===== config.mk =====
export PLATFORM = sky130hd
export DESIGN_NAME = tefse_flags
export DESIGN_NICKNAME = d
export VERILOG_FILES = /design/src/design/tefse_pkg.sv /design/src/design/tefse_trig_edge.sv /design/src/design/tefse_capture.sv /design/src/design/tefse_flags.sv
export SDC_FILE = /design/constraint.sdc
export NUM_CORES = 1
export LEC_CHECK = 0
export BUFFER_PORTS_ARGS = -buffer_cell sky130_fd_sc_hd__buf_2
export CORE_MARGIN = 4
export CORE_UTILIZATION = 31
export DETAILED_ROUTE_END_ITERATION = 16
export HOLD_SLACK_MARGIN = 0.08
export MAX_ROUTING_LAYER = met4
export SYNTH_ARGS = -nofsm -noshare
export SYNTH_HDL_FRONTEND = slang
export SYNTH_SLANG_ARGS = --single-unit

===== constraint.sdc =====
create_clock -name clk_in -period 1.7 [get_ports clk_in]
set_input_delay 0.34 -clock clk_in [delete_from_list [all_inputs] [get_ports clk_in]]
set_output_delay 0.34 -clock clk_in [all_outputs]
set_load 0.02 [all_outputs]

===== src/design/tefse_pkg.sv =====
package tefse_pkg;

    // widths
    localparam int unsigned NCH = 4;
    localparam int unsigned CNT_W = 16;
    localparam int unsigned ADDR_W = 8;
    localparam int unsigned DATA_W = 32;

    // register offsets
    localparam logic [7:0] OFS_FLAGS = 8'h10;
    localparam logic [7:0] OFS_FORCE = 8'h14;
    localparam logic [7:0] OFS_STATUS = 8'h20;
    localparam logic [7:0] OFS_MASK = 8'h24;

    // bit positions in flags, force, status and mask words
    localparam int unsigned BIT_UPD = 0;
    localparam int unsigned BIT_CH0 = 1;
    localparam int unsigned BIT_TRG = 6;
    localparam int unsigned BIT_OVC0 = 9;

    // bit positions in the enable word supplied from outside
    localparam int unsigned EN_DMA_UPD = 8;
    localparam int unsigned EN_DMA_CH0 = 9;
    localparam int unsigned EN_DMA_TRG = 14;

    // implemented bits and reset values
    localparam logic [31:0] FLAGS_MASK = 32'h0000_1e5f;
    localparam logic [31:0] FORCE_MASK = 32'h0000_005f;
    localparam logic [31:0] RST_WORD = 32'h0000_0000;
    localparam logic [15:0] RST_CNT = 16'h0000;

    // slave mode encodings
    localparam logic [2:0] SMC_PAUSE = 3'h5;

    // sticky update: a set in the same cycle as a clear wins
    function automatic logic [31:0] sticky(
        input logic [31:0] cur,
        input logic [31:0] set,
        input logic [31:0] clr
    );
        return (cur & ~clr) | set;
    endfunction : sticky

    // packs the event vector into the flag word layout
    function automatic logic [31:0] evt_word(
        input logic upd,
        input logic [3:0] ch,
        input logic trg,
        input logic [3:0] ovc
    );
        logic [31:0] w;
        w = RST_WORD;
        w[BIT_UPD] = upd;
        w[BIT_CH0 +: 4] = ch;
        w[BIT_TRG] = trg;
        w[BIT_OVC0 +: 4] = ovc;
        return w;
    endfunction : evt_word

endpackage : tefse_pkg


===== src/design/tefse_trig_edge.sv =====
module tefse_trig_edge (
    input wire logic clk_in,
    input wire logic nrst_in,
    input wire logic trig_pin_in,
    input wire logic both_edges_in,
    input wire logic falling_in,
    output logic trig_level_out,
    output logic trig_event_out
);

    typedef struct packed {
        logic sync1;
        logic sync2;
        logic prev;
    } tefse_edge_st_t;

    tefse_edge_st_t st_r;
    tefse_edge_st_t st_nxt;
    logic rise;
    logic fall;

    always_comb begin
        st_nxt = st_r;
        st_nxt.sync1 = trig_pin_in;
        st_nxt.sync2 = st_r.sync1;
        st_nxt.prev = st_r.sync2;
    end

    always_ff @(posedge clk_in) begin
        if (!nrst_in) begin
            st_r <= '0;
        end else begin
            st_r <= st_nxt;
        end
    end

    assign rise = st_r.sync2 & ~st_r.prev;
    assign fall = ~st_r.sync2 & st_r.prev;
    assign trig_level_out = st_r.sync2;
    // pause mode takes both edges, otherwise only the active one
    assign trig_event_out = both_edges_in ? (rise | fall) : (falling_in ? fall : rise);

endmodule : tefse_trig_edge


===== src/design/tefse_capture.sv =====
module tefse_capture (
    input wire logic clk_in,
    input wire logic nrst_in,
    input wire logic [3:0] capture_in,
    input wire logic [15:0] counter_value_in,
    output logic [15:0] chan0_capture_value_out,
    output logic [15:0] chan1_capture_value_out,
    output logic [15:0] chan2_capture_value_out,
    output logic [15:0] chan3_capture_value_out
);

    typedef struct packed {
        logic [3:0][15:0] val;
    } tefse_cap_st_t;

    tefse_cap_st_t st_r;
    tefse_cap_st_t st_nxt;

    always_comb begin
        st_nxt = st_r;
        for (int i = 0; i < tefse_pkg::NCH; i++) begin
            if (capture_in[i]) begin
                st_nxt.val[i] = counter_value_in;
            end
        end
    end

    always_ff @(posedge clk_in) begin
        if (!nrst_in) begin
            st_r <= '{val: {4{tefse_pkg::RST_CNT}}};
        end else begin
            st_r <= st_nxt;
        end
    end

    assign chan0_capture_value_out = st_r.val[0];
    assign chan1_capture_value_out = st_r.val[1];
    assign chan2_capture_value_out = st_r.val[2];
    assign chan3_capture_value_out = st_r.val[3];

endmodule : tefse_capture


===== src/design/tefse_flags.sv =====
// What this block does
// - An input channel whose event flag is already set gets its over-capture flag (bits 9-12) set on a further capture, cleared only by software.
// - The trigger event flag at bit 6 is set on every trigger event and stays set until software clears it.
// - In pause slave mode both trigger edges make trigger events, otherwise only the active edge does.
// - A channel's event flag (bits 1-4) is set on capture in input mode and on compare in output mode, cleared only by software.
// - The update event flag at bit 0 is set on every update event and stays set until software clears it.
// - Writing one to the trigger force bit 6 sets the trigger flag with its requests if enabled, and the bit clears itself.
// - Writing one to a channel force bit (bits 1-4) forces an event on that channel, and the bit clears itself.
// - A forced channel event sets the channel's event flag and raises its interrupt or DMA request when enabled.
// - A forced event on an input channel copies the counter into its capture value and sets over-capture if the flag was already set.
// - Writing one to the update force bit 0 makes an update event that clears an up or center counter and reloads a down counter.
// - A forced update clears the prescaler counter in the same cycle as the counter reinit, and the force bit clears itself.
// - Interrupt requests follow flags only with their enable set, and DMA requests follow events only with their DMA enable set.
// - Pause slave mode gates the counter clock on while the trigger input is high and off while it is low.
module tefse_flags (
    input wire logic clk_in,
    input wire logic nrst_in,
    input wire logic [7:0] addr_in,
    input wire logic [31:0] wdata_in,
    input wire logic wr_in,
    input wire logic rd_in,
    output logic [31:0] rdata_out,
    input wire logic update_event_in,
    input wire logic [3:0] chan_event_in,
    input wire logic [3:0] chan_input_mode_in,
    input wire logic trigger_in,
    input wire logic trigger_falling_in,
    input wire logic [2:0] slave_mode_select_in,
    input wire logic count_down_in,
    input wire logic [15:0] dma_irq_enable_in,
    input wire logic [15:0] counter_value_in,
    output logic counter_clear_out,
    output logic counter_reload_out,
    output logic prescaler_clear_out,
    output logic counter_gate_out,
    output logic update_event_out,
    output logic trigger_event_out,
    output logic [3:0] chan_event_out,
    output logic [5:0] irq_req_out,
    output logic [5:0] dma_req_out,
    output logic [15:0] chan0_capture_value_out,
    output logic [15:0] chan1_capture_value_out,
    output logic [15:0] chan2_capture_value_out,
    output logic [15:0] chan3_capture_value_out,
    output logic irq_out
);

    typedef struct packed {
        logic [31:0] flags;
        logic [31:0] force_cmd;
        logic [31:0] status;
        logic [31:0] mask;
        logic [31:0] rdata;
    } tefse_st_t;

    tefse_st_t st_r;
    tefse_st_t st_nxt;

    logic pause_mode;
    logic trig_level;
    logic trig_hw_event;
    logic force_upd;
    logic force_trg;
    logic [3:0] force_ch;
    logic upd_evt;
    logic trg_evt;
    logic [3:0] ch_evt;
    logic [3:0] ch_flag;
    logic [3:0] ovc_evt;
    logic [3:0] force_capture;
    logic [31:0] set_word;
    logic [31:0] flag_clr;
    logic [31:0] status_clr;
    logic wr_flags;
    logic wr_force;
    logic wr_mask;
    logic rd_status;

    // trigger input sync and edge selection
    assign pause_mode = (slave_mode_select_in == tefse_pkg::SMC_PAUSE);

    tefse_trig_edge u_trig_edge (
        .clk_in(clk_in),
        .nrst_in(nrst_in),
        .trig_pin_in(trigger_in),
        .both_edges_in(pause_mode),
        .falling_in(trigger_falling_in),
        .trig_level_out(trig_level),
        .trig_event_out(trig_hw_event)
    );

    // counter clock gate
    assign counter_gate_out = pause_mode ? trig_level : 1'b1;

    // address decode
    always_comb begin
        wr_flags = 1'b0;
        wr_force = 1'b0;
        wr_mask = 1'b0;
        rd_status = 1'b0;
        if (wr_in && addr_in == tefse_pkg::OFS_FLAGS) begin
            wr_flags = 1'b1;
        end else if (wr_in && addr_in == tefse_pkg::OFS_FORCE) begin
            wr_force = 1'b1;
        end else if (wr_in && addr_in == tefse_pkg::OFS_MASK) begin
            wr_mask = 1'b1;
        end
        if (rd_in && addr_in == tefse_pkg::OFS_STATUS) begin
            rd_status = 1'b1;
        end
    end

    // pending force commands, live for one cycle
    assign force_upd = st_r.force_cmd[tefse_pkg::BIT_UPD];
    assign force_trg = st_r.force_cmd[tefse_pkg::BIT_TRG];
    assign force_ch = st_r.force_cmd[tefse_pkg::BIT_CH0 +: 4];

    // merged event strobes
    assign upd_evt = update_event_in | force_upd;
    assign trg_evt = trig_hw_event | force_trg;
    assign ch_evt = chan_event_in | force_ch;

    // over-capture only for input channels whose flag is still set
    assign ch_flag = st_r.flags[tefse_pkg::BIT_CH0 +: 4];
    assign ovc_evt = ch_evt & chan_input_mode_in & ch_flag;

    // forced capture copies the counter
    assign force_capture = force_ch & chan_input_mode_in;

    tefse_capture u_capture (
        .clk_in(clk_in),
        .nrst_in(nrst_in),
        .capture_in(force_capture),
        .counter_value_in(counter_value_in),
        .chan0_capture_value_out(chan0_capture_value_out),
        .chan1_capture_value_out(chan1_capture_value_out),
        .chan2_capture_value_out(chan2_capture_value_out),
        .chan3_capture_value_out(chan3_capture_value_out)
    );

    // flag set word, shared by flags and status
    assign set_word = tefse_pkg::evt_word(upd_evt, ch_evt, trg_evt, ovc_evt);

    // writing zero clears a flag, writing one keeps it
    assign flag_clr = wr_flags ? (~wdata_in & tefse_pkg::FLAGS_MASK) : tefse_pkg::RST_WORD;

    // status clears on its own read
    assign status_clr = rd_status ? tefse_pkg::FLAGS_MASK : tefse_pkg::RST_WORD;

    always_comb begin
        st_nxt = st_r;

        // sticky flags, set beats clear
        st_nxt.flags = tefse_pkg::sticky(st_r.flags, set_word, flag_clr);
        st_nxt.flags = st_nxt.flags & tefse_pkg::FLAGS_MASK;

        // event status for the interrupt line
        st_nxt.status = tefse_pkg::sticky(st_r.status, set_word, status_clr);
        st_nxt.status = st_nxt.status & tefse_pkg::FLAGS_MASK;

        // force bits self-clear after one cycle
        st_nxt.force_cmd = tefse_pkg::RST_WORD;
        if (wr_force) begin
            st_nxt.force_cmd = wdata_in & tefse_pkg::FORCE_MASK;
        end

        if (wr_mask) begin
            st_nxt.mask = wdata_in & tefse_pkg::FLAGS_MASK;
        end

        // read data stands only in the cycle after the read
        st_nxt.rdata = tefse_pkg::RST_WORD;
        if (rd_in) begin
            if (addr_in == tefse_pkg::OFS_FLAGS) begin
                st_nxt.rdata = st_r.flags;
            end else if (addr_in == tefse_pkg::OFS_STATUS) begin
                st_nxt.rdata = st_r.status;
            end else if (addr_in == tefse_pkg::OFS_MASK) begin
                st_nxt.rdata = st_r.mask;
            end else begin
                st_nxt.rdata = tefse_pkg::RST_WORD;
            end
        end
    end

    always_ff @(posedge clk_in) begin
        if (!nrst_in) begin
            st_r.flags <= tefse_pkg::RST_WORD;
            st_r.force_cmd <= tefse_pkg::RST_WORD;
            st_r.status <= tefse_pkg::RST_WORD;
            st_r.mask <= tefse_pkg::RST_WORD;
            st_r.rdata <= tefse_pkg::RST_WORD;
        end else begin
            st_r <= st_nxt;
        end
    end

    assign rdata_out = st_r.rdata;

    // forced update reinits counter and prescaler together
    assign counter_clear_out = force_upd & ~count_down_in;
    assign counter_reload_out = force_upd & count_down_in;
    assign prescaler_clear_out = force_upd;

    // event strobes towards the rest of the timer
    assign update_event_out = upd_evt;
    assign trigger_event_out = trg_evt;
    assign chan_event_out = ch_evt;

    // interrupt requests: order upd, ch0..ch3, trg
    assign irq_req_out[0] = st_r.flags[tefse_pkg::BIT_UPD]
        & dma_irq_enable_in[tefse_pkg::BIT_UPD];
    assign irq_req_out[4:1] = ch_flag & dma_irq_enable_in[tefse_pkg::BIT_CH0 +: 4];
    assign irq_req_out[5] = st_r.flags[tefse_pkg::BIT_TRG]
        & dma_irq_enable_in[tefse_pkg::BIT_TRG];

    // dma requests pulse with the event
    assign dma_req_out[0] = upd_evt & dma_irq_enable_in[tefse_pkg::EN_DMA_UPD];
    assign dma_req_out[4:1] = ch_evt & dma_irq_enable_in[tefse_pkg::EN_DMA_CH0 +: 4];
    assign dma_req_out[5] = trg_evt & dma_irq_enable_in[tefse_pkg::EN_DMA_TRG];

    // summary interrupt line
    assign irq_out = |(st_r.status & st_r.mask);

endmodule : tefse_flags


# Word-level counts from Yosys, hierarchy flattened
# Index checks and enable logic that the tools add are counted.
dict set report totals {
  register_bits 135
  ram_bits 0
  input_bits 91
  romBits 0
  latch_bits 0
  n_memories 0
  out_inout_bits 119
}
dict set report classes {
  n_shift 0
  multipliers 0
  order_cmp 0
  n_div 0
  n_addsub 0
  n_eq_ne 5
  mux 15
  bitwise_logic 28
  n_reduce_logical 7
}
# op count
set op_table {}
lappend op_table {{13-bit two-way mux} 5}
lappend op_table {{13-bit AND} 3}
lappend op_table {{13-bit inverter} 3}
lappend op_table {{32-bit OR reduction} 1}
lappend op_table {{13-bit bitwise OR} 2}
lappend op_table {{4-bit AND} 5}
lappend op_table {{8-bit by 5-bit == test with 1-bit output, second input constant} 2}
lappend op_table {{8-bit by 6-bit == test with 1-bit output, second input constant} 2}
lappend op_table {{1-bit two-way mux} 10}
lappend op_table {{1-bit AND} 8}
lappend op_table {{1-bit logical AND} 4}
lappend op_table {{4-bit bitwise OR} 1}
lappend op_table {{2-bit AND reduction} 2}
lappend op_table {{3-bit == test, second input constant} 1}
lappend op_table {{1-bit inverter} 3}
lappend op_table {{1-bit bitwise OR} 3}

# Logic depth before layout (Yosys ltp)
# Gate-level depths: netlist of run 1.
dict set report logic_depth {
  ltp_word 7
  ltp_mapped 6
}

# Modules after synthesis
# A second synthesis of run 1 with hierarchy kept.
dict set report hier_totals {
  cells_unflattened 487
  area_unflattened_um2 4989.8
}
# mod n_inst seq_area_each_um2 cells_per_inst area_per_inst_um2
set modules_own_cells {}
lappend modules_own_cells {tefse_capture 1 1281.2 207 2477.4}
lappend modules_own_cells {tefse_flags 1 920.9 268 2381.0}
lappend modules_own_cells {tefse_trig_edge 1 60.1 12 131.4}

# Least setup slack after synthesis of run 1
# No wires, ideal clock.
dict set report synth_timing {
  kind {reg-to-output}
  start {reg u_trig_edge.st_r (netlist bit u_trig_edge.trig_level_out)}
  end {out dma_req_out[5]}
  t_arrival_ps 1158
  required_time_ps 1360
  n_path_buf 0
  setup_slack_ps 202
  stages_incl_launch_ff 6
  cell_sequence {dfxtp_1 inv_1 ha_1 mux2i_1 nor2_1 nor2b_1}
}
dict set report synth_via {
  elab_chain_cells 6
  elab_cells_between_ends 8
  classes_between {mux (2); bitwise (6)}
}
# element line
set synth_rtl {}
lappend synth_rtl {{from (decl)} tefse_trig_edge.sv:17} ;# tefse_edge_st_t st_r;
lappend synth_rtl {{from (signal assigned)} tefse_trig_edge.sv:33} ;# st_r <= st_nxt;
lappend synth_rtl {{1-bit inverter} tefse_trig_edge.sv:38} ;# assign fall = ~st_r.sync2 & st_r.prev;
lappend synth_rtl {{1-bit AND} tefse_trig_edge.sv:38}
lappend synth_rtl {{1-bit two-way mux or 1-bit bitwise OR (tied branches)} tefse_trig_edge.sv:41} ;# assign trig_event_out = both_edges_in ? (rise | fall) : (falling_in ? fall : rise);
lappend synth_rtl {{1-bit two-way mux *} tefse_trig_edge.sv:41}
lappend synth_rtl {{1-bit bitwise OR *} tefse_flags.sv:120} ;# assign trg_evt = trig_hw_event | force_trg;
lappend synth_rtl {{1-bit AND *} tefse_flags.sv:220} ;# assign dma_req_out[5] = trg_evt & dma_irq_enable_in[tefse_pkg::EN_DMA_TRG];
lappend synth_rtl {{to (decl)} tefse_flags.sv:40} ;# output logic [5:0] dma_req_out,
# Mark *: on every way between the ends. The rest lies on a longest branch, timed or not.

# Final worst setup path of run 1
# Ends and elaborated chain as after synthesis.

==> flow_summary.html, run 1 <==
<table>
<tr><th>Metric</th><th>Value</th></tr>
<tr><th colspan="2">Outcome</th></tr>
<tr><td>Outcome</td><td>complete, but fails checks</td></tr>
<tr><td>Failing checks</td><td>setup timing</td></tr>
<tr><th colspan="2">Die</th></tr>
<tr><td>FP Rows</td><td>43</td></tr>
<tr><td>Ports placed on the boundary</td><td>210</td></tr>
<tr><td>Area enclosed by the die boundary</td><td>roughly 0.017 mm^2</td></tr>
<tr><td>Placeable core region</td><td>between 0.01 and 0.015 mm^2</td></tr>
<tr><td>Initial Util</td><td>32.3%</td></tr>
<tr><td>Die extent in y</td><td>around 130 um</td></tr>
<tr><td>DIE WIDTH</td><td>about 130 um</td></tr>
<tr><th colspan="2">Yosys</th></tr>
<tr><td>Number of enable-type register cells in the synthesized netlist</td><td>0</td></tr>
<tr><td>YS warnings</td><td>0</td></tr>
<tr><td>Share of synthesized area occupied by flip-flops and latches</td><td>49.8%</td></tr>
<tr><td>Synth Cell Area</td><td>0.00455 mm^2</td></tr>
<tr><td>Number of distinct library cell variants in the gate-level netlist after synthesis</td><td>35</td></tr>
<tr><td>Syn avg cell area</td><td>around 8.3 um^2</td></tr>
<tr><td>Number of synthesized register bits</td><td>113</td></tr>
<tr><td>Flip-flop cell with the highest count after synthesis</td><td>sky130_fd_sc_hd__dfxtp_1</td></tr>
<tr><td>Share of synthesized registers carrying an async set or reset</td><td>0%</td></tr>
<tr><td>Number of cells produced by synthesis</td><td>between 500 and 600</td></tr>
<tr><th colspan="2">Global route</th></tr>
<tr><td>Tot GR Track Use</td><td>16.9%</td></tr>
<tr><td>Number of global-route vias before repair</td><td>roughly 3900</td></tr>
<tr><td>Remaining Overflow, GRT</td><td>0</td></tr>
<tr><td>Number of antenna violations at the first check in global routing</td><td>1</td></tr>
<tr><td>Global-route wire length before repair</td><td>~21 mm</td></tr>
<tr><td>Largest net degree at the start of global routing</td><td>between 70 and 80</td></tr>
<tr><th colspan="2">Power</th></tr>
<tr><td>Part of the total power dissipated in sequential elements</td><td>a little over two fifths</td></tr>
<tr><td>Cell area power density</td><td>1010 mW/mm^2</td></tr>
<tr><td>Leak Pwr</td><td>2.79 nW</td></tr>
<tr><td>Total Power Consumption</td><td>approximately 0.0062 W</td></tr>
<tr><td>Cell-internal power</td><td>~0.0048 W</td></tr>
<tr><td>Part of the total power dissipated in combinational logic</td><td>around 6.3%</td></tr>
<tr><td>Worst supply voltage drop on vdd</td><td>approximately 0.62 mV</td></tr>
<tr><td>Switching power</td><td>0.00140 W</td></tr>
<tr><td>Proportion of power drawn by the clock network</td><td>roughly 50%</td></tr>
<tr><td>Switching power share of the total</td><td>22.7%</td></tr>
<tr><th colspan="2">Critical path</th></tr>
<tr><td>Critical path endpoint category</td><td>output port</td></tr>
<tr><td>Critical path class</td><td>register to output port</td></tr>
<tr><td>Data arrival at the endpoint of the critical path</td><td>approximately 1.6 ns</td></tr>
<tr><td>Crit path largest cell delay</td><td>approximately 0.33 ns</td></tr>
<tr><td>Worst R2R Path Depth</td><td>8</td></tr>
<tr><td>Crit path launch</td><td>u_trig_edge.trig_level_out</td></tr>
<tr><td>Largest driver fanout on the critical path</td><td>3</td></tr>
<tr><td>R2r setup slk</td><td>0.25 ns</td></tr>
<tr><td>FF-to-FF End</td><td>st_r[134]</td></tr>
<tr><td>Worst setup SP type</td><td>register</td></tr>
<tr><td>Worst-path cell with the longest stage delay</td><td>sky130_fd_sc_hd__dfxtp_2</td></tr>
<tr><td>Worst reg2reg startpoint</td><td>u_trig_edge.trig_level_out</td></tr>
<tr><td>Cell chain of the critical path</td><td>inv_2, ha_2, mux2i_1, mux2i_2, nor2_2, nor2b_1, buf_4</td></tr>
<tr><td>Required time at the worst-slack endpoint</td><td>between 1 and 1.5 ns</td></tr>
<tr><th colspan="2">Place</th></tr>
<tr><td>Port Buf Inserts</td><td>approximately 160</td></tr>
<tr><td>Cell total after placement</td><td>870</td></tr>
<tr><td>Detailed placer's ending HPWL</td><td>9.99 mm</td></tr>
<tr><td>Post-Place Worst Slack</td><td>roughly 0.078 ns</td></tr>
<tr><td>Gp weighted congestion</td><td>~0.88</td></tr>
<tr><th colspan="2">Finish</th></tr>
<tr><td>Layout Nets</td><td>806</td></tr>
<tr><td>Area of all sequential standard cells</td><td>0.00227 mm^2</td></tr>
<tr><td>Fillcell total</td><td>roughly 1400</td></tr>
<tr><td>Share of layout cells above drive strength 1</td><td>around 34%</td></tr>
<tr><td>Non-filler instance count after layout</td><td>between 900 and 1000</td></tr>
<tr><td>Area Overhead vs Synth</td><td>34.4%</td></tr>
<tr><td>Multi-input gate area</td><td>around 0.002 mm^2</td></tr>
<tr><th colspan="2">Routing</th></tr>
<tr><td>Drc violations</td><td>0</td></tr>
<tr><td>Post-detailed-routing wire length</td><td>around 14 mm</td></tr>
<tr><td>Vias/cell</td><td>about 4.6</td></tr>
<tr><td>DRT antenna net count</td><td>0</td></tr>
<tr><td>DRC violation total after the first TritonRoute iteration</td><td>~230</td></tr>
<tr><td>Detailed Routing Iterations Pass 1</td><td>4</td></tr>
<tr><td>Count of vias placed by the detailed router</td><td>just over 4000</td></tr>
<tr><td>Routed len/inst</td><td>~15 um</td></tr>
<tr><th colspan="2">Clock tree</th></tr>
<tr><td>Count of hold buffers inserted by post-cts repair</td><td>0</td></tr>
<tr><td>Clock buffer depth</td><td>2</td></tr>
<tr><td>TritonCTS clock tree</td><td>built</td></tr>
<tr><td>Clock-pin slew of the registers on the worst-case setup and hold paths</td><td>roughly 0.050 ns</td></tr>
<tr><td>Number of buffers added by the clock tree synthesis step</td><td>17</td></tr>
<tr><td>Clk sinks</td><td>about 110</td></tr>
<tr><td>Clk_lat worst skew</td><td>0.41 ns</td></tr>
<tr><td>CTS root buffer</td><td>sky130_fd_sc_hd__clkbuf_16</td></tr>
<tr><td>H-tree depth</td><td>4</td></tr>
<tr><th colspan="2">STA</th></tr>
<tr><td>Setup repair after global routing missed its margin</td><td>true</td></tr>
<tr><td>Min cycle time layout</td><td>1.89 ns</td></tr>
<tr><td>Minimum setup slack in the final design</td><td>-0.193 ns</td></tr>
<tr><td>Final worst path period share</td><td>111%</td></tr>
<tr><td>Max frequency</td><td>roughly 530 MHz</td></tr>
<tr><td>Slew at the pin closest to its max-slew limit</td><td>approximately 0.73 ns</td></tr>
<tr><td>Post-Route Skew</td><td>0.00621 ns</td></tr>
<tr><td>Total count of hold-check failures in the final report</td><td>0</td></tr>
<tr><td>Count of final max-slew check failures</td><td>0</td></tr>
<tr><td>Endpoints failing setup</td><td>3</td></tr>
<tr><td>Total negative setup slack</td><td>-0.432 ns</td></tr>
<tr><td>Max-slew headroom at the worst pin</td><td>51.2%</td></tr>
<tr><th colspan="2">Min path</th></tr>
<tr><td>Endpoint with the worst hold slack</td><td>u_trig_edge.st_nxt[1]</td></tr>
<tr><td>Number of instances on the worst hold path</td><td>2</td></tr>
<tr><td>Tightest Hold Check Type</td><td>input port to register</td></tr>
<tr><td>HP Start</td><td>trigger_in</td></tr>
<tr><th colspan="2">Run</th></tr>
<tr><td>Maximum capacitance violations</td><td>0</td></tr>
</table>
-- sequential cells by signal, indices dropped and copies added (netlist names) --
name,count
u_capture.chan1_capture_value_out,16
rdata_out,10
force_trg,1
force_ch,4
st_r,26
u_capture.chan2_capture_value_out,16
u_capture.chan0_capture_value_out,16
u_trig_edge.st_nxt,1
u_trig_edge.trig_level_out,1
prescaler_clear_out,1
u_trig_edge.st_r,1
ch_flag,4
u_capture.chan3_capture_value_out,16
-- synthesized netlist by cell type (2+ instances only) --
master | instances | area, um^2
sky130_fd_sc_hd__a21oi_1 | 83 | 415
sky130_fd_sc_hd__a221oi_2 | 4 | 60.1
sky130_fd_sc_hd__a22o_1 | 7 | 61.3
sky130_fd_sc_hd__a22oi_1 | 9 | 67.6
sky130_fd_sc_hd__and2_1 | 18 | 113
sky130_fd_sc_hd__and2_2 | 2 | 15.0
sky130_fd_sc_hd__and3_1 | 5 | 31.3
sky130_fd_sc_hd__buf_4 | 33 | 248
sky130_fd_sc_hd__clkbuf_1 | 26 | 97.6
sky130_fd_sc_hd__dfxtp_1 | 113 | 2260
sky130_fd_sc_hd__ha_1 | 2 | 25.0
sky130_fd_sc_hd__inv_1 | 10 | 37.5
sky130_fd_sc_hd__mux2i_1 | 12 | 120
sky130_fd_sc_hd__nand2_1 | 135 | 507
sky130_fd_sc_hd__nand4_1 | 3 | 18.8
sky130_fd_sc_hd__nor2_1 | 47 | 176
sky130_fd_sc_hd__nor2b_1 | 2 | 12.5
sky130_fd_sc_hd__nor3_1 | 2 | 10.0
sky130_fd_sc_hd__nor3_2 | 4 | 40.0
sky130_fd_sc_hd__nor4b_4 | 2 | 47.6
sky130_fd_sc_hd__o21ai_0 | 9 | 45.0
sky130_fd_sc_hd__or2_2 | 5 | 31.3
-- area by class of cell --
| type | instances | area share, % |
|---|---|---|
| antenna | 1 | 0.0410 |
| clock buffer | 24 | 7.88 |
| clock inverter | 7 | 0.573 |
| inverter | 11 | 0.676 |
| multi-input combinational | 382 | 32.6 |
| sequential | 113 | 37.1 |
| tap | 180 | 3.69 |
| timing repair buffer | 188 | 17.3 |
-- layer usage --
layer | share of wire [%] | up-vias | track usage (%)
met3 | 6.2 | 19 | 4.00
met5 | 0 | - | -
met2 | 46 | 143 | 24.9
li1 | - | 2088 | -
met4 | 2.0 | 0 | 7.16
met1 | 46 | 1882 | 22.3
-- stage by stage --
step / hold slack [ns] / util, % / cell area (um^2)
after detailed placement: 0.428 / 39.1 / 5510
final: 0.144 / 43.3 / 6110
after floorplan: 0.412 / - / 4630
after global routing: 0.152 / 43.3 / 6110
after CTS: 0.124 / 43.2 / 6090
after global placement: 0.414 / 39.1 / 5510
-- worst max-delay path by stage --
stage	end	cells after the start
floorplan	dma_req_out[5]	5
global placement	rdata_out[12]	6
detailed placement	rdata_out[12]	6
CTS	dma_req_out[5]	6
global route	dma_req_out[5]	7
finish	dma_req_out[5]	7
-- what timing repair did --
item | in CTS | in global routing
resized for setup | 21 | 2
buffers inserted | 3 | 1
endpoints found under the setup margin | 8 | 5
pin swaps | 4 | 2
-- cells by family (layout without fill, tap and decap cells) --
kind of cell    Yosys count  in the layout  synth area share, %
buf+inv                  72            230                 8.83
mux                      12             12                 2.64
compound gates          114            114                 14.6
other cells               1             23               0.0825
fa+ha+maj                 2              2                0.550
flops                   113            113                 49.8
simple gates            232            232                 23.5
-- cells in the final DEF, fill, tap and decap left out, drive strengths merged --
master  count
nor4b       2
o21ai       9
o22ai       1
nand4       3
a22o        7
nand3       1
buf       188
nand2b      1
a22oi       9
nand2     136
nor4        1
or4b        1
ha          2
nor2b       2
a221oi      5
diode       1
and3        5
or2         5
dfxtp     113
nor3        6
inv        11
a21oi      83
nand3b      1
mux2i      12
conb       22
clkinv      7
and2       20
nor2       48
clkbuf     24
-- power groups by stage --
| stage | Combinational, W | Clock, W | Sequential, W |
|---|---|---|---|
| 2_1_floorplan | 0.000231 | 0 | 0.00276 |
| 3_3_place_gp | 0.000368 | 0 | 0.00277 |
| 3_5_place_dp | 0.000369 | 0 | 0.00277 |
| 4_1_cts | 0.000383 | 0.00315 | 0.00271 |
| 5_1_grt | 0.000422 | 0.00329 | 0.00272 |
| 6_report | 0.000386 | 0.00307 | 0.00272 |
-- critical path, delay by kind of cell, from the launching register on --
| family | cells | cell delay [ns] |
|---|---|---|
| buffers and inverters | 2 | 0.19 |
| and+or+nand+nor | 2 | 0.20 |
| DFF | 1 | 0.33 |
| muxes | 2 | 0.26 |
| adders and majority gates | 1 | 0.15 |
Power figures use the tool's default switching activity.
==> run 2, diff against run 1 <==
--- a/config.mk
+++ b/config.mk
@@ -8,6 +8,7 @@
 export BUFFER_PORTS_ARGS = -buffer_cell sky130_fd_sc_hd__buf_2
 export CORE_MARGIN = 4
 export CORE_UTILIZATION = 31
+export CTS_BUF_LIST = sky130_fd_sc_hd__clkbuf_8
 export DETAILED_ROUTE_END_ITERATION = 16
 export HOLD_SLACK_MARGIN = 0.08
 export MAX_ROUTING_LAYER = met4
==> flow_summary.html, run 2 (synthesis results as in run 1) <==
<table>
<tr><th>Metric</th><th>Value</th></tr>
<tr><th colspan="2">Outcome</th></tr>
<tr><td>Outcome</td><td>complete, but fails checks</td></tr>
<tr><td>Failing checks</td><td>setup timing</td></tr>
<tr><th colspan="2">Die</th></tr>
<tr><td>Initial Util</td><td>32.3%</td></tr>
<tr><td>DIE WIDTH</td><td>around 130 um</td></tr>
<tr><td>Area enclosed by the die boundary</td><td>around 0.017 mm^2</td></tr>
<tr><td>FP Rows</td><td>43</td></tr>
<tr><td>Ports placed on the boundary</td><td>between 200 and 250</td></tr>
<tr><td>Placeable core region</td><td>between 0.01 and 0.015 mm^2</td></tr>
<tr><td>Die extent in y</td><td>~130 um</td></tr>
<tr><th colspan="2">Critical path</th></tr>
<tr><td>Worst reg2reg startpoint</td><td>u_trig_edge.trig_level_out</td></tr>
<tr><td>Worst R2R Path Depth</td><td>8</td></tr>
<tr><td>Data arrival at the endpoint of the critical path</td><td>1.57 ns</td></tr>
<tr><td>Worst setup SP type</td><td>register</td></tr>
<tr><td>R2r setup slk</td><td>roughly 0.24 ns</td></tr>
<tr><td>Required time at the worst-slack endpoint</td><td>about 1.4 ns</td></tr>
<tr><td>Critical path class</td><td>register to output port</td></tr>
<tr><td>FF-to-FF End</td><td>st_r[134]</td></tr>
<tr><td>Critical path endpoint category</td><td>output port</td></tr>
<tr><td>Largest driver fanout on the critical path</td><td>3</td></tr>
<tr><td>Critical Path End</td><td>dma_req_out[5]</td></tr>
<tr><td>Crit path launch</td><td>u_trig_edge.trig_level_out</td></tr>
<tr><th colspan="2">Power</th></tr>
<tr><td>Leak Pwr</td><td>approximately 2.8 nW</td></tr>
<tr><td>Cell area power density</td><td>a little under 900 mW/mm^2</td></tr>
<tr><td>Worst supply voltage drop on vdd</td><td>around 0.34 mV</td></tr>
<tr><th colspan="2">STA</th></tr>
<tr><td>Count of final max-slew check failures</td><td>0</td></tr>
<tr><td>Total negative setup slack</td><td>-0.486 ns</td></tr>
<tr><td>Max frequency</td><td>523 MHz</td></tr>
<tr><td>Slew at the pin closest to its max-slew limit</td><td>just over 0.7 ns</td></tr>
<tr><td>Setup repair after global routing missed its margin</td><td>true</td></tr>
<tr><td>Endpoints failing setup</td><td>3</td></tr>
<tr><td>Max-slew headroom at the worst pin</td><td>a little over half</td></tr>
<tr><td>Total count of hold-check failures in the final report</td><td>0</td></tr>
<tr><td>Final worst path period share</td><td>112%</td></tr>
<tr><td>Post-Route Skew</td><td>roughly 0.0083 ns</td></tr>
<tr><td>Min cycle time layout</td><td>1.91 ns</td></tr>
<tr><td>Minimum setup slack in the final design</td><td>-0.212 ns</td></tr>
<tr><td>Worst hold slack after final layout</td><td>~0.12 ns</td></tr>
<tr><th colspan="2">Finish</th></tr>
<tr><td>Non-filler instance count after layout</td><td>approximately 910</td></tr>
<tr><td>Final standard cell area without fillers</td><td>0.00599 mm^2</td></tr>
<tr><td>Layout Nets</td><td>~810</td></tr>
<tr><td>Most flop-heavy register</td><td>st_r</td></tr>
<tr><td>Most common cell after layout, fill and taps aside</td><td>sky130_fd_sc_hd__buf_2</td></tr>
<tr><td>Area Overhead vs Synth</td><td>31.6%</td></tr>
<tr><td>Fin util</td><td>roughly 42%</td></tr>
<tr><td>Number of flip-flops in the largest register</td><td>26</td></tr>
<tr><td>Share of layout cells above drive strength 1</td><td>35.6%</td></tr>
<tr><td>Most frequent cells in the layout</td><td>152 x sky130_fd_sc_hd__buf_2, 135 x sky130_fd_sc_hd__nand2_1, 102 x sky130_fd_sc_hd__dfxtp_1</td></tr>
<tr><th colspan="2">Place</th></tr>
<tr><td>Port Buf Inserts</td><td>between 150 and 200</td></tr>
<tr><td>Area of placed instances</td><td>~0.0055 mm^2</td></tr>
<tr><td>Detailed placer's ending HPWL</td><td>approximately 10 mm</td></tr>
<tr><td>Gp weighted congestion</td><td>roughly 0.88</td></tr>
<tr><td>Cell total after placement</td><td>870</td></tr>
<tr><th colspan="2">Clock tree</th></tr>
<tr><td>CTS root buffer</td><td>sky130_fd_sc_hd__clkbuf_8</td></tr>
<tr><td>H-tree depth</td><td>4</td></tr>
<tr><td>Count of hold buffers inserted by post-cts repair</td><td>0</td></tr>
<tr><td>Clock buffer depth</td><td>2</td></tr>
<tr><td>Clock-pin slew of the registers on the worst-case setup and hold paths</td><td>0.06 ns</td></tr>
<tr><td>Clk_lat worst skew</td><td>about 0.42 ns</td></tr>
<tr><td>Number of buffers added by the clock tree synthesis step</td><td>17</td></tr>
<tr><td>TritonCTS clock tree</td><td>built</td></tr>
<tr><td>Clk sinks</td><td>roughly 110</td></tr>
<tr><th colspan="2">Global route</th></tr>
<tr><td>Tot GR Track Use</td><td>16.8%</td></tr>
<tr><td>Global-route wire length before repair</td><td>between 20 and 25 mm</td></tr>
<tr><td>Number of antenna violations at the first check in global routing</td><td>1</td></tr>
<tr><td>Number of global-route vias before repair</td><td>3835</td></tr>
<tr><td>Remaining Overflow, GRT</td><td>0</td></tr>
<tr><td>Largest net degree at the start of global routing</td><td>a little over 70</td></tr>
<tr><th colspan="2">Routing</th></tr>
<tr><td>Post-detailed-routing wire length</td><td>13.8 mm</td></tr>
<tr><td>Count of vias placed by the detailed router</td><td>around 4100</td></tr>
<tr><td>Vias/cell</td><td>approximately 4.5</td></tr>
<tr><td>Routed len/inst</td><td>approximately 15 um</td></tr>
<tr><td>Detailed Routing Iterations Pass 1</td><td>5</td></tr>
<tr><td>Drc violations</td><td>0</td></tr>
<tr><td>DRT antenna net count</td><td>0</td></tr>
<tr><td>DRC violation total after the first TritonRoute iteration</td><td>between 200 and 300</td></tr>
<tr><th colspan="2">Run</th></tr>
<tr><td>Maximum capacitance violations</td><td>0</td></tr>
<tr><th colspan="2">Min path</th></tr>
<tr><td>Tightest Hold Check Type</td><td>input port to register</td></tr>
</table>
run 2: worst min-delay path by stage:
stage,end,from,cells after the start,slack (ns)
floorplan,u_trig_edge.trig_level_out,u_trig_edge.st_nxt[1],1,0.41
global placement,u_trig_edge.trig_level_out,u_trig_edge.st_nxt[1],1,0.41
detailed placement,u_trig_edge.trig_level_out,u_trig_edge.st_nxt[1],1,0.43
CTS,u_trig_edge.st_nxt[1],trigger_in,2,0.09
global route,u_trig_edge.st_nxt[1],trigger_in,2,0.12
finish,u_trig_edge.st_nxt[1],trigger_in,2,0.12
run 2: per-stage QoR:
stage / setup WS (ns) / power [W]
global placement: 0.0910 / 0.00314
floorplan: 0.202 / 0.00299
finish: -0.212 / 0.00521
CTS: -0.235 / 0.00525
detailed placement: 0.0776 / 0.00314
global route: -0.312 / 0.00545
run 2: power breakdown:
| group | internal, W | switching, W | leakage, nW |
|---|---|---|---|
| sequential | 0.00268 | 0.0000301 | 0.920 |
| clock | 0.00107 | 0.00102 | 0.192 |
| combinational | 0.000153 | 0.000244 | 1.64 |
| total | 0.00391 | 0.00130 | 2.76 |
run 2: repair_timing:
action | CTS | global route
pin swaps | 5 | 4
gates resized for setup | 27 | 9
setup buffers | 4 | 5
endpoints found under the setup margin | 9 | 7
run 2: per-layer routing:
| metal | GRT usage, % | part of all wire [%] | vias to the layer above |
|---|---|---|---|
| li1 | - | - | 2095 |
| met1 | 22.4 | 46 | 1875 |
| met2 | 24.8 | 46 | 153 |
| met3 | 4.04 | 6.7 | 14 |
| met4 | 6.05 | 1.6 | 0 |
| met5 | - | 0 | - |
run 2: critical path, stage by stage, from the launching register on:
cell,delay [ns]
sky130_fd_sc_hd__dfxtp_2,0.34
sky130_fd_sc_hd__inv_2,0.04
sky130_fd_sc_hd__ha_2,0.15
sky130_fd_sc_hd__mux2i_1,0.16
sky130_fd_sc_hd__mux2i_2,0.10
sky130_fd_sc_hd__nor2_2,0.14
sky130_fd_sc_hd__nor2b_1,0.06
sky130_fd_sc_hd__buf_4,0.15
run 2: final cells by class:
type	count	area [um^2]
sequential	113	2280
fill	1438	8110
clock buffer	20	275
inverter	11	41.3
multi-input combinational	382	1990
timing repair buffer	193	1120
antenna	1	2.50
clock inverter	11	50.0
tap	180	225
==> run 3, diff against run 2 <==
--- a/config.mk
+++ b/config.mk
@@ -6,6 +6,7 @@
 export NUM_CORES = 1
 export LEC_CHECK = 0
 export BUFFER_PORTS_ARGS = -buffer_cell sky130_fd_sc_hd__buf_2
+export CORE_ASPECT_RATIO = 1.5
 export CORE_MARGIN = 4
 export CORE_UTILIZATION = 31
 export CTS_BUF_LIST = sky130_fd_sc_hd__clkbuf_8
@@ -14,4 +15,5 @@
 export MAX_ROUTING_LAYER = met4
 export SYNTH_ARGS = -nofsm -noshare
 export SYNTH_HDL_FRONTEND = slang
+export SYNTH_HIERARCHICAL = 1
 export SYNTH_SLANG_ARGS = --single-unit
==> flow_summary.html, run 3 <==
<table>
<tr><th>Metric</th><th>Value</th></tr>
<tr><th colspan="2">Outcome</th></tr>
<tr><td>Outcome</td><td>complete, but fails checks</td></tr>
<tr><td>Failing checks</td><td>setup timing</td></tr>
<tr><th colspan="2">STA</th></tr>
<tr><td>Final worst path period share</td><td>120%</td></tr>
<tr><td>Max frequency</td><td>about 490 MHz</td></tr>
<tr><td>Min cycle time layout</td><td>2.05 ns</td></tr>
<tr><td>Minimum setup slack in the final design</td><td>-0.345 ns</td></tr>
<tr><td>Post-Route Skew</td><td>roughly 0.017 ns</td></tr>
<tr><td>Count of final max-slew check failures</td><td>0</td></tr>
<tr><td>Setup repair after global routing missed its margin</td><td>true</td></tr>
<tr><td>Total negative setup slack</td><td>-0.693 ns</td></tr>
<tr><td>Total count of hold-check failures in the final report</td><td>0</td></tr>
<tr><td>Endpoints failing setup</td><td>3</td></tr>
<tr><td>Worst hold slack after final layout</td><td>between 0.1 and 0.15 ns</td></tr>
<tr><th colspan="2">Power</th></tr>
<tr><td>Switching power</td><td>0.00145 W</td></tr>
<tr><td>Leak Pwr</td><td>between 2 and 3 nW</td></tr>
<tr><td>Cell-internal power</td><td>around 0.0044 W</td></tr>
<tr><td>Total Power Consumption</td><td>~0.0058 W</td></tr>
<tr><td>Switching power share of the total</td><td>roughly a quarter</td></tr>
<tr><td>Cell area power density</td><td>roughly 910 mW/mm^2</td></tr>
<tr><td>Proportion of power drawn by the clock network</td><td>45.5%</td></tr>
<tr><td>Worst supply voltage drop on vdd</td><td>approximately 0.5 mV</td></tr>
<tr><td>Part of the total power dissipated in combinational logic</td><td>~8.0%</td></tr>
<tr><td>Part of the total power dissipated in sequential elements</td><td>about 47%</td></tr>
<tr><th colspan="2">Die</th></tr>
<tr><td>Initial Util</td><td>roughly a third</td></tr>
<tr><td>FP Rows</td><td>56</td></tr>
<tr><td>Area enclosed by the die boundary</td><td>0.0182 mm^2</td></tr>
<tr><td>Ports placed on the boundary</td><td>between 200 and 250</td></tr>
<tr><td>Die extent in y</td><td>163 um</td></tr>
<tr><td>DIE WIDTH</td><td>between 100 and 150 um</td></tr>
<tr><td>Placeable core region</td><td>around 0.016 mm^2</td></tr>
<tr><th colspan="2">Finish</th></tr>
<tr><td>Multi-input gate area</td><td>roughly 0.0023 mm^2</td></tr>
<tr><td>Most flop-heavy register</td><td>st_r</td></tr>
<tr><td>Layout Nets</td><td>roughly 750</td></tr>
<tr><td>Most common cell after layout, fill and taps aside</td><td>sky130_fd_sc_hd__buf_2</td></tr>
<tr><td>Area Overhead vs Synth</td><td>28.6%</td></tr>
<tr><td>Non-filler instance count after layout</td><td>between 800 and 900</td></tr>
<tr><td>Final antenna diode count</td><td>0</td></tr>
<tr><td>Fillcell total</td><td>roughly 1600</td></tr>
<tr><td>Area of all sequential standard cells</td><td>around 0.0023 mm^2</td></tr>
<tr><td>Share of layout cells above drive strength 1</td><td>a little under two fifths</td></tr>
<tr><td>Most frequent cells in the layout</td><td>155 x sky130_fd_sc_hd__buf_2, 106 x sky130_fd_sc_hd__dfxtp_1, 76 x sky130_fd_sc_hd__mux2i_1</td></tr>
<tr><td>Number of flip-flops in the largest register</td><td>26</td></tr>
<tr><th colspan="2">Clock tree</th></tr>
<tr><td>Clk_lat worst skew</td><td>roughly 0.42 ns</td></tr>
<tr><td>H-tree depth</td><td>4</td></tr>
<tr><td>Clock buffer depth</td><td>2</td></tr>
<tr><td>TritonCTS clock tree</td><td>built</td></tr>
<tr><td>Clk sinks</td><td>113</td></tr>
<tr><td>CTS root buffer</td><td>sky130_fd_sc_hd__clkbuf_8</td></tr>
<tr><td>Clock-pin slew of the registers on the worst-case setup and hold paths</td><td>around 0.07 ns</td></tr>
<tr><td>Number of buffers added by the clock tree synthesis step</td><td>17</td></tr>
<tr><th colspan="2">Min path</th></tr>
<tr><td>Endpoint with the worst hold slack</td><td>u_trig_edge/st_nxt[1]</td></tr>
<tr><td>Tightest Hold Check Type</td><td>input port to register</td></tr>
<tr><td>HP Start</td><td>trigger_in</td></tr>
<tr><td>Number of instances on the worst hold path</td><td>2</td></tr>
<tr><th colspan="2">Critical path</th></tr>
<tr><td>Critical path class</td><td>register to output port</td></tr>
<tr><td>Largest driver fanout on the critical path</td><td>4</td></tr>
<tr><td>Worst reg2reg startpoint</td><td>u_trig_edge/trig_level_out</td></tr>
<tr><td>R2r setup slk</td><td>around 0.22 ns</td></tr>
<tr><td>Critical path endpoint category</td><td>output port</td></tr>
<tr><td>Worst R2R Path Depth</td><td>8</td></tr>
<tr><td>Crit path launch</td><td>u_trig_edge/trig_level_out</td></tr>
<tr><td>Data arrival at the endpoint of the critical path</td><td>about 1.7 ns</td></tr>
<tr><td>Worst setup SP type</td><td>register</td></tr>
<tr><td>FF-to-FF End</td><td>st_r[134]</td></tr>
<tr><td>Required time at the worst-slack endpoint</td><td>roughly 1.4 ns</td></tr>
<tr><th colspan="2">Routing</th></tr>
<tr><td>Routed len/inst</td><td>16.1 um</td></tr>
<tr><td>Count of vias placed by the detailed router</td><td>between 3000 and 4000</td></tr>
<tr><td>Post-detailed-routing wire length</td><td>14.0 mm</td></tr>
<tr><td>DRC violation total after the first TritonRoute iteration</td><td>about 140</td></tr>
<tr><td>Drc violations</td><td>0</td></tr>
<tr><td>Vias/cell</td><td>4.57</td></tr>
<tr><td>DRT antenna net count</td><td>0</td></tr>
<tr><td>Detailed Routing Iterations Pass 1</td><td>4</td></tr>
<tr><th colspan="2">Global route</th></tr>
<tr><td>Largest net degree at the start of global routing</td><td>around 110</td></tr>
<tr><td>Tot GR Track Use</td><td>between 10% and 20%</td></tr>
<tr><td>Number of antenna violations at the first check in global routing</td><td>0</td></tr>
<tr><td>Global-route wire length before repair</td><td>around 22 mm</td></tr>
<tr><td>Number of global-route vias before repair</td><td>between 4000 and 5000</td></tr>
<tr><td>Remaining Overflow, GRT</td><td>0</td></tr>
<tr><th colspan="2">Yosys</th></tr>
<tr><td>Number of distinct library cell variants in the gate-level netlist after synthesis</td><td>a little over 40</td></tr>
<tr><td>Number of synthesized register bits</td><td>roughly 110</td></tr>
<tr><td>Share of synthesized area occupied by flip-flops and latches</td><td>45.3%</td></tr>
<tr><td>Top cell type's share of synthesized area</td><td>roughly 45%</td></tr>
<tr><td>Synth Cell Area</td><td>roughly 0.0050 mm^2</td></tr>
<tr><td>Library cell with the highest instance count after synthesis</td><td>sky130_fd_sc_hd__dfxtp_1</td></tr>
<tr><td>Yosys top cell by area</td><td>sky130_fd_sc_hd__dfxtp_1</td></tr>
<tr><td>Most common library cells after synthesis</td><td>113 x sky130_fd_sc_hd__dfxtp_1, 76 x sky130_fd_sc_hd__mux2i_1, 67 x sky130_fd_sc_hd__nor2b_1</td></tr>
<tr><td>Flip-flop cell with the highest count after synthesis</td><td>sky130_fd_sc_hd__dfxtp_1</td></tr>
<tr><td>Number of cells produced by synthesis</td><td>a little under 500</td></tr>
<tr><td>Number of enable-type register cells in the synthesized netlist</td><td>0</td></tr>
<tr><td>Share of synthesized registers carrying an async set or reset</td><td>0%</td></tr>
<tr><td>Biggest area contributors in the synthesized netlist</td><td>sky130_fd_sc_hd__dfxtp_1 45%, sky130_fd_sc_hd__mux2i_1 15%, sky130_fd_sc_hd__nor2b_1 8.4%</td></tr>
<tr><td>YS warnings</td><td>6</td></tr>
<tr><td>Syn avg cell area</td><td>just over 10 um^2</td></tr>
<tr><th colspan="2">Run</th></tr>
<tr><td>Maximum capacitance violations</td><td>0</td></tr>
<tr><th colspan="2">Place</th></tr>
<tr><td>Gp weighted congestion</td><td>between 0.8 and 0.9</td></tr>
<tr><td>Port Buf Inserts</td><td>~160</td></tr>
<tr><td>Detailed placer's ending HPWL</td><td>between 10 and 15 mm</td></tr>
<tr><td>Cell total after placement</td><td>827</td></tr>
</table>
-- run 3: cell types whose count changed after synthesis, moves of 8 or more --
cell                       before  now
sky130_fd_sc_hd__nand2_1      135   22
sky130_fd_sc_hd__and2_1        18   27
sky130_fd_sc_hd__nor2_1        47   18
sky130_fd_sc_hd__clkbuf_1      26   15
sky130_fd_sc_hd__nor2b_1        2   67
sky130_fd_sc_hd__a21oi_1       83    0
sky130_fd_sc_hd__mux2i_1       12   76
sky130_fd_sc_hd__a31oi_1        0    8
sky130_fd_sc_hd__mux2_2         0   10
-- run 3: how the worst max path moves through the flow --
stage / to / depth (start not counted)
2_1_floorplan: dma_req_out[5] / 7
3_3_place_gp: dma_req_out[5] / 7
3_5_place_dp: dma_req_out[5] / 7
4_1_cts: dma_req_out[5] / 7
5_1_grt: dma_req_out[5] / 7
6_report: dma_req_out[5] / 7
-- run 3: what timing repair did --
item,CTS,global route
resized for setup,16,12
endpoints found under the setup margin,8,8
pin swaps,4,8
setup buffers,1,9
hold buffers,0,0
-- run 3: power by group through the flow --
stage               sequential [W]  clock [W]  combinational (W)
floorplan                  0.00276          0           0.000289
global placement           0.00276          0           0.000425
detailed placement         0.00276          0           0.000433
CTS                        0.00270    0.00272           0.000444
global route               0.00271    0.00285           0.000502
finish                     0.00271    0.00264           0.000463
-- run 3: kinds of logic after synthesis --
family / synth area share, %
and+or+nand+nor: 17.9
DFF: 45.3
muxes: 17.5
buffers and inverters: 10.2
AOI/OAI and AO/OA: 8.53
adders and majority gates: 0.501
other: 0.0752
-- run 3: layout make-up --
cell class	instances	area share (%)
Clock buffer	18	3.86
Clock inverter	14	2.57
Sequential cell	113	35.4
Tap cell	203	3.96
Timing Repair Buffer	190	17.5
Inverter	6	0.351
Multi-Input combinational cell	325	36.3
-- run 3: critical path, stage by stage (launching register included) --
cell and delay, ns:
sky130_fd_sc_hd__dfxtp_2 0.36, sky130_fd_sc_hd__inv_2 0.03, sky130_fd_sc_hd__ha_2 0.15, sky130_fd_sc_hd__mux2i_1 0.13, sky130_fd_sc_hd__mux2i_1 0.10, sky130_fd_sc_hd__or2_4 0.25
sky130_fd_sc_hd__and2_4 0.14, sky130_fd_sc_hd__buf_6 0.12
-- run 3: metal layers --
metal / part of all wire, % / track usage, % / vias to the layer above
li1: - / - / 1944
met1: 41 / 17.6 / 1831
met2: 51 / 26.6 / 183
met3: 6.6 / 3.30 / 13
met4: 1.5 / 6.59 / 0
met5: 0 / - / -
-- run 3: metrics by stage --
step	setup slack [ns]	util (%)	area, um^2
2_1_floorplan	0.0276	-	5070
3_3_place_gp	-0.0428	37.3	5860
3_5_place_dp	-0.0826	37.3	5860
4_1_cts	-0.412	40.3	6320
5_1_grt	-0.437	40.9	6420
6_report	-0.345	40.9	6420
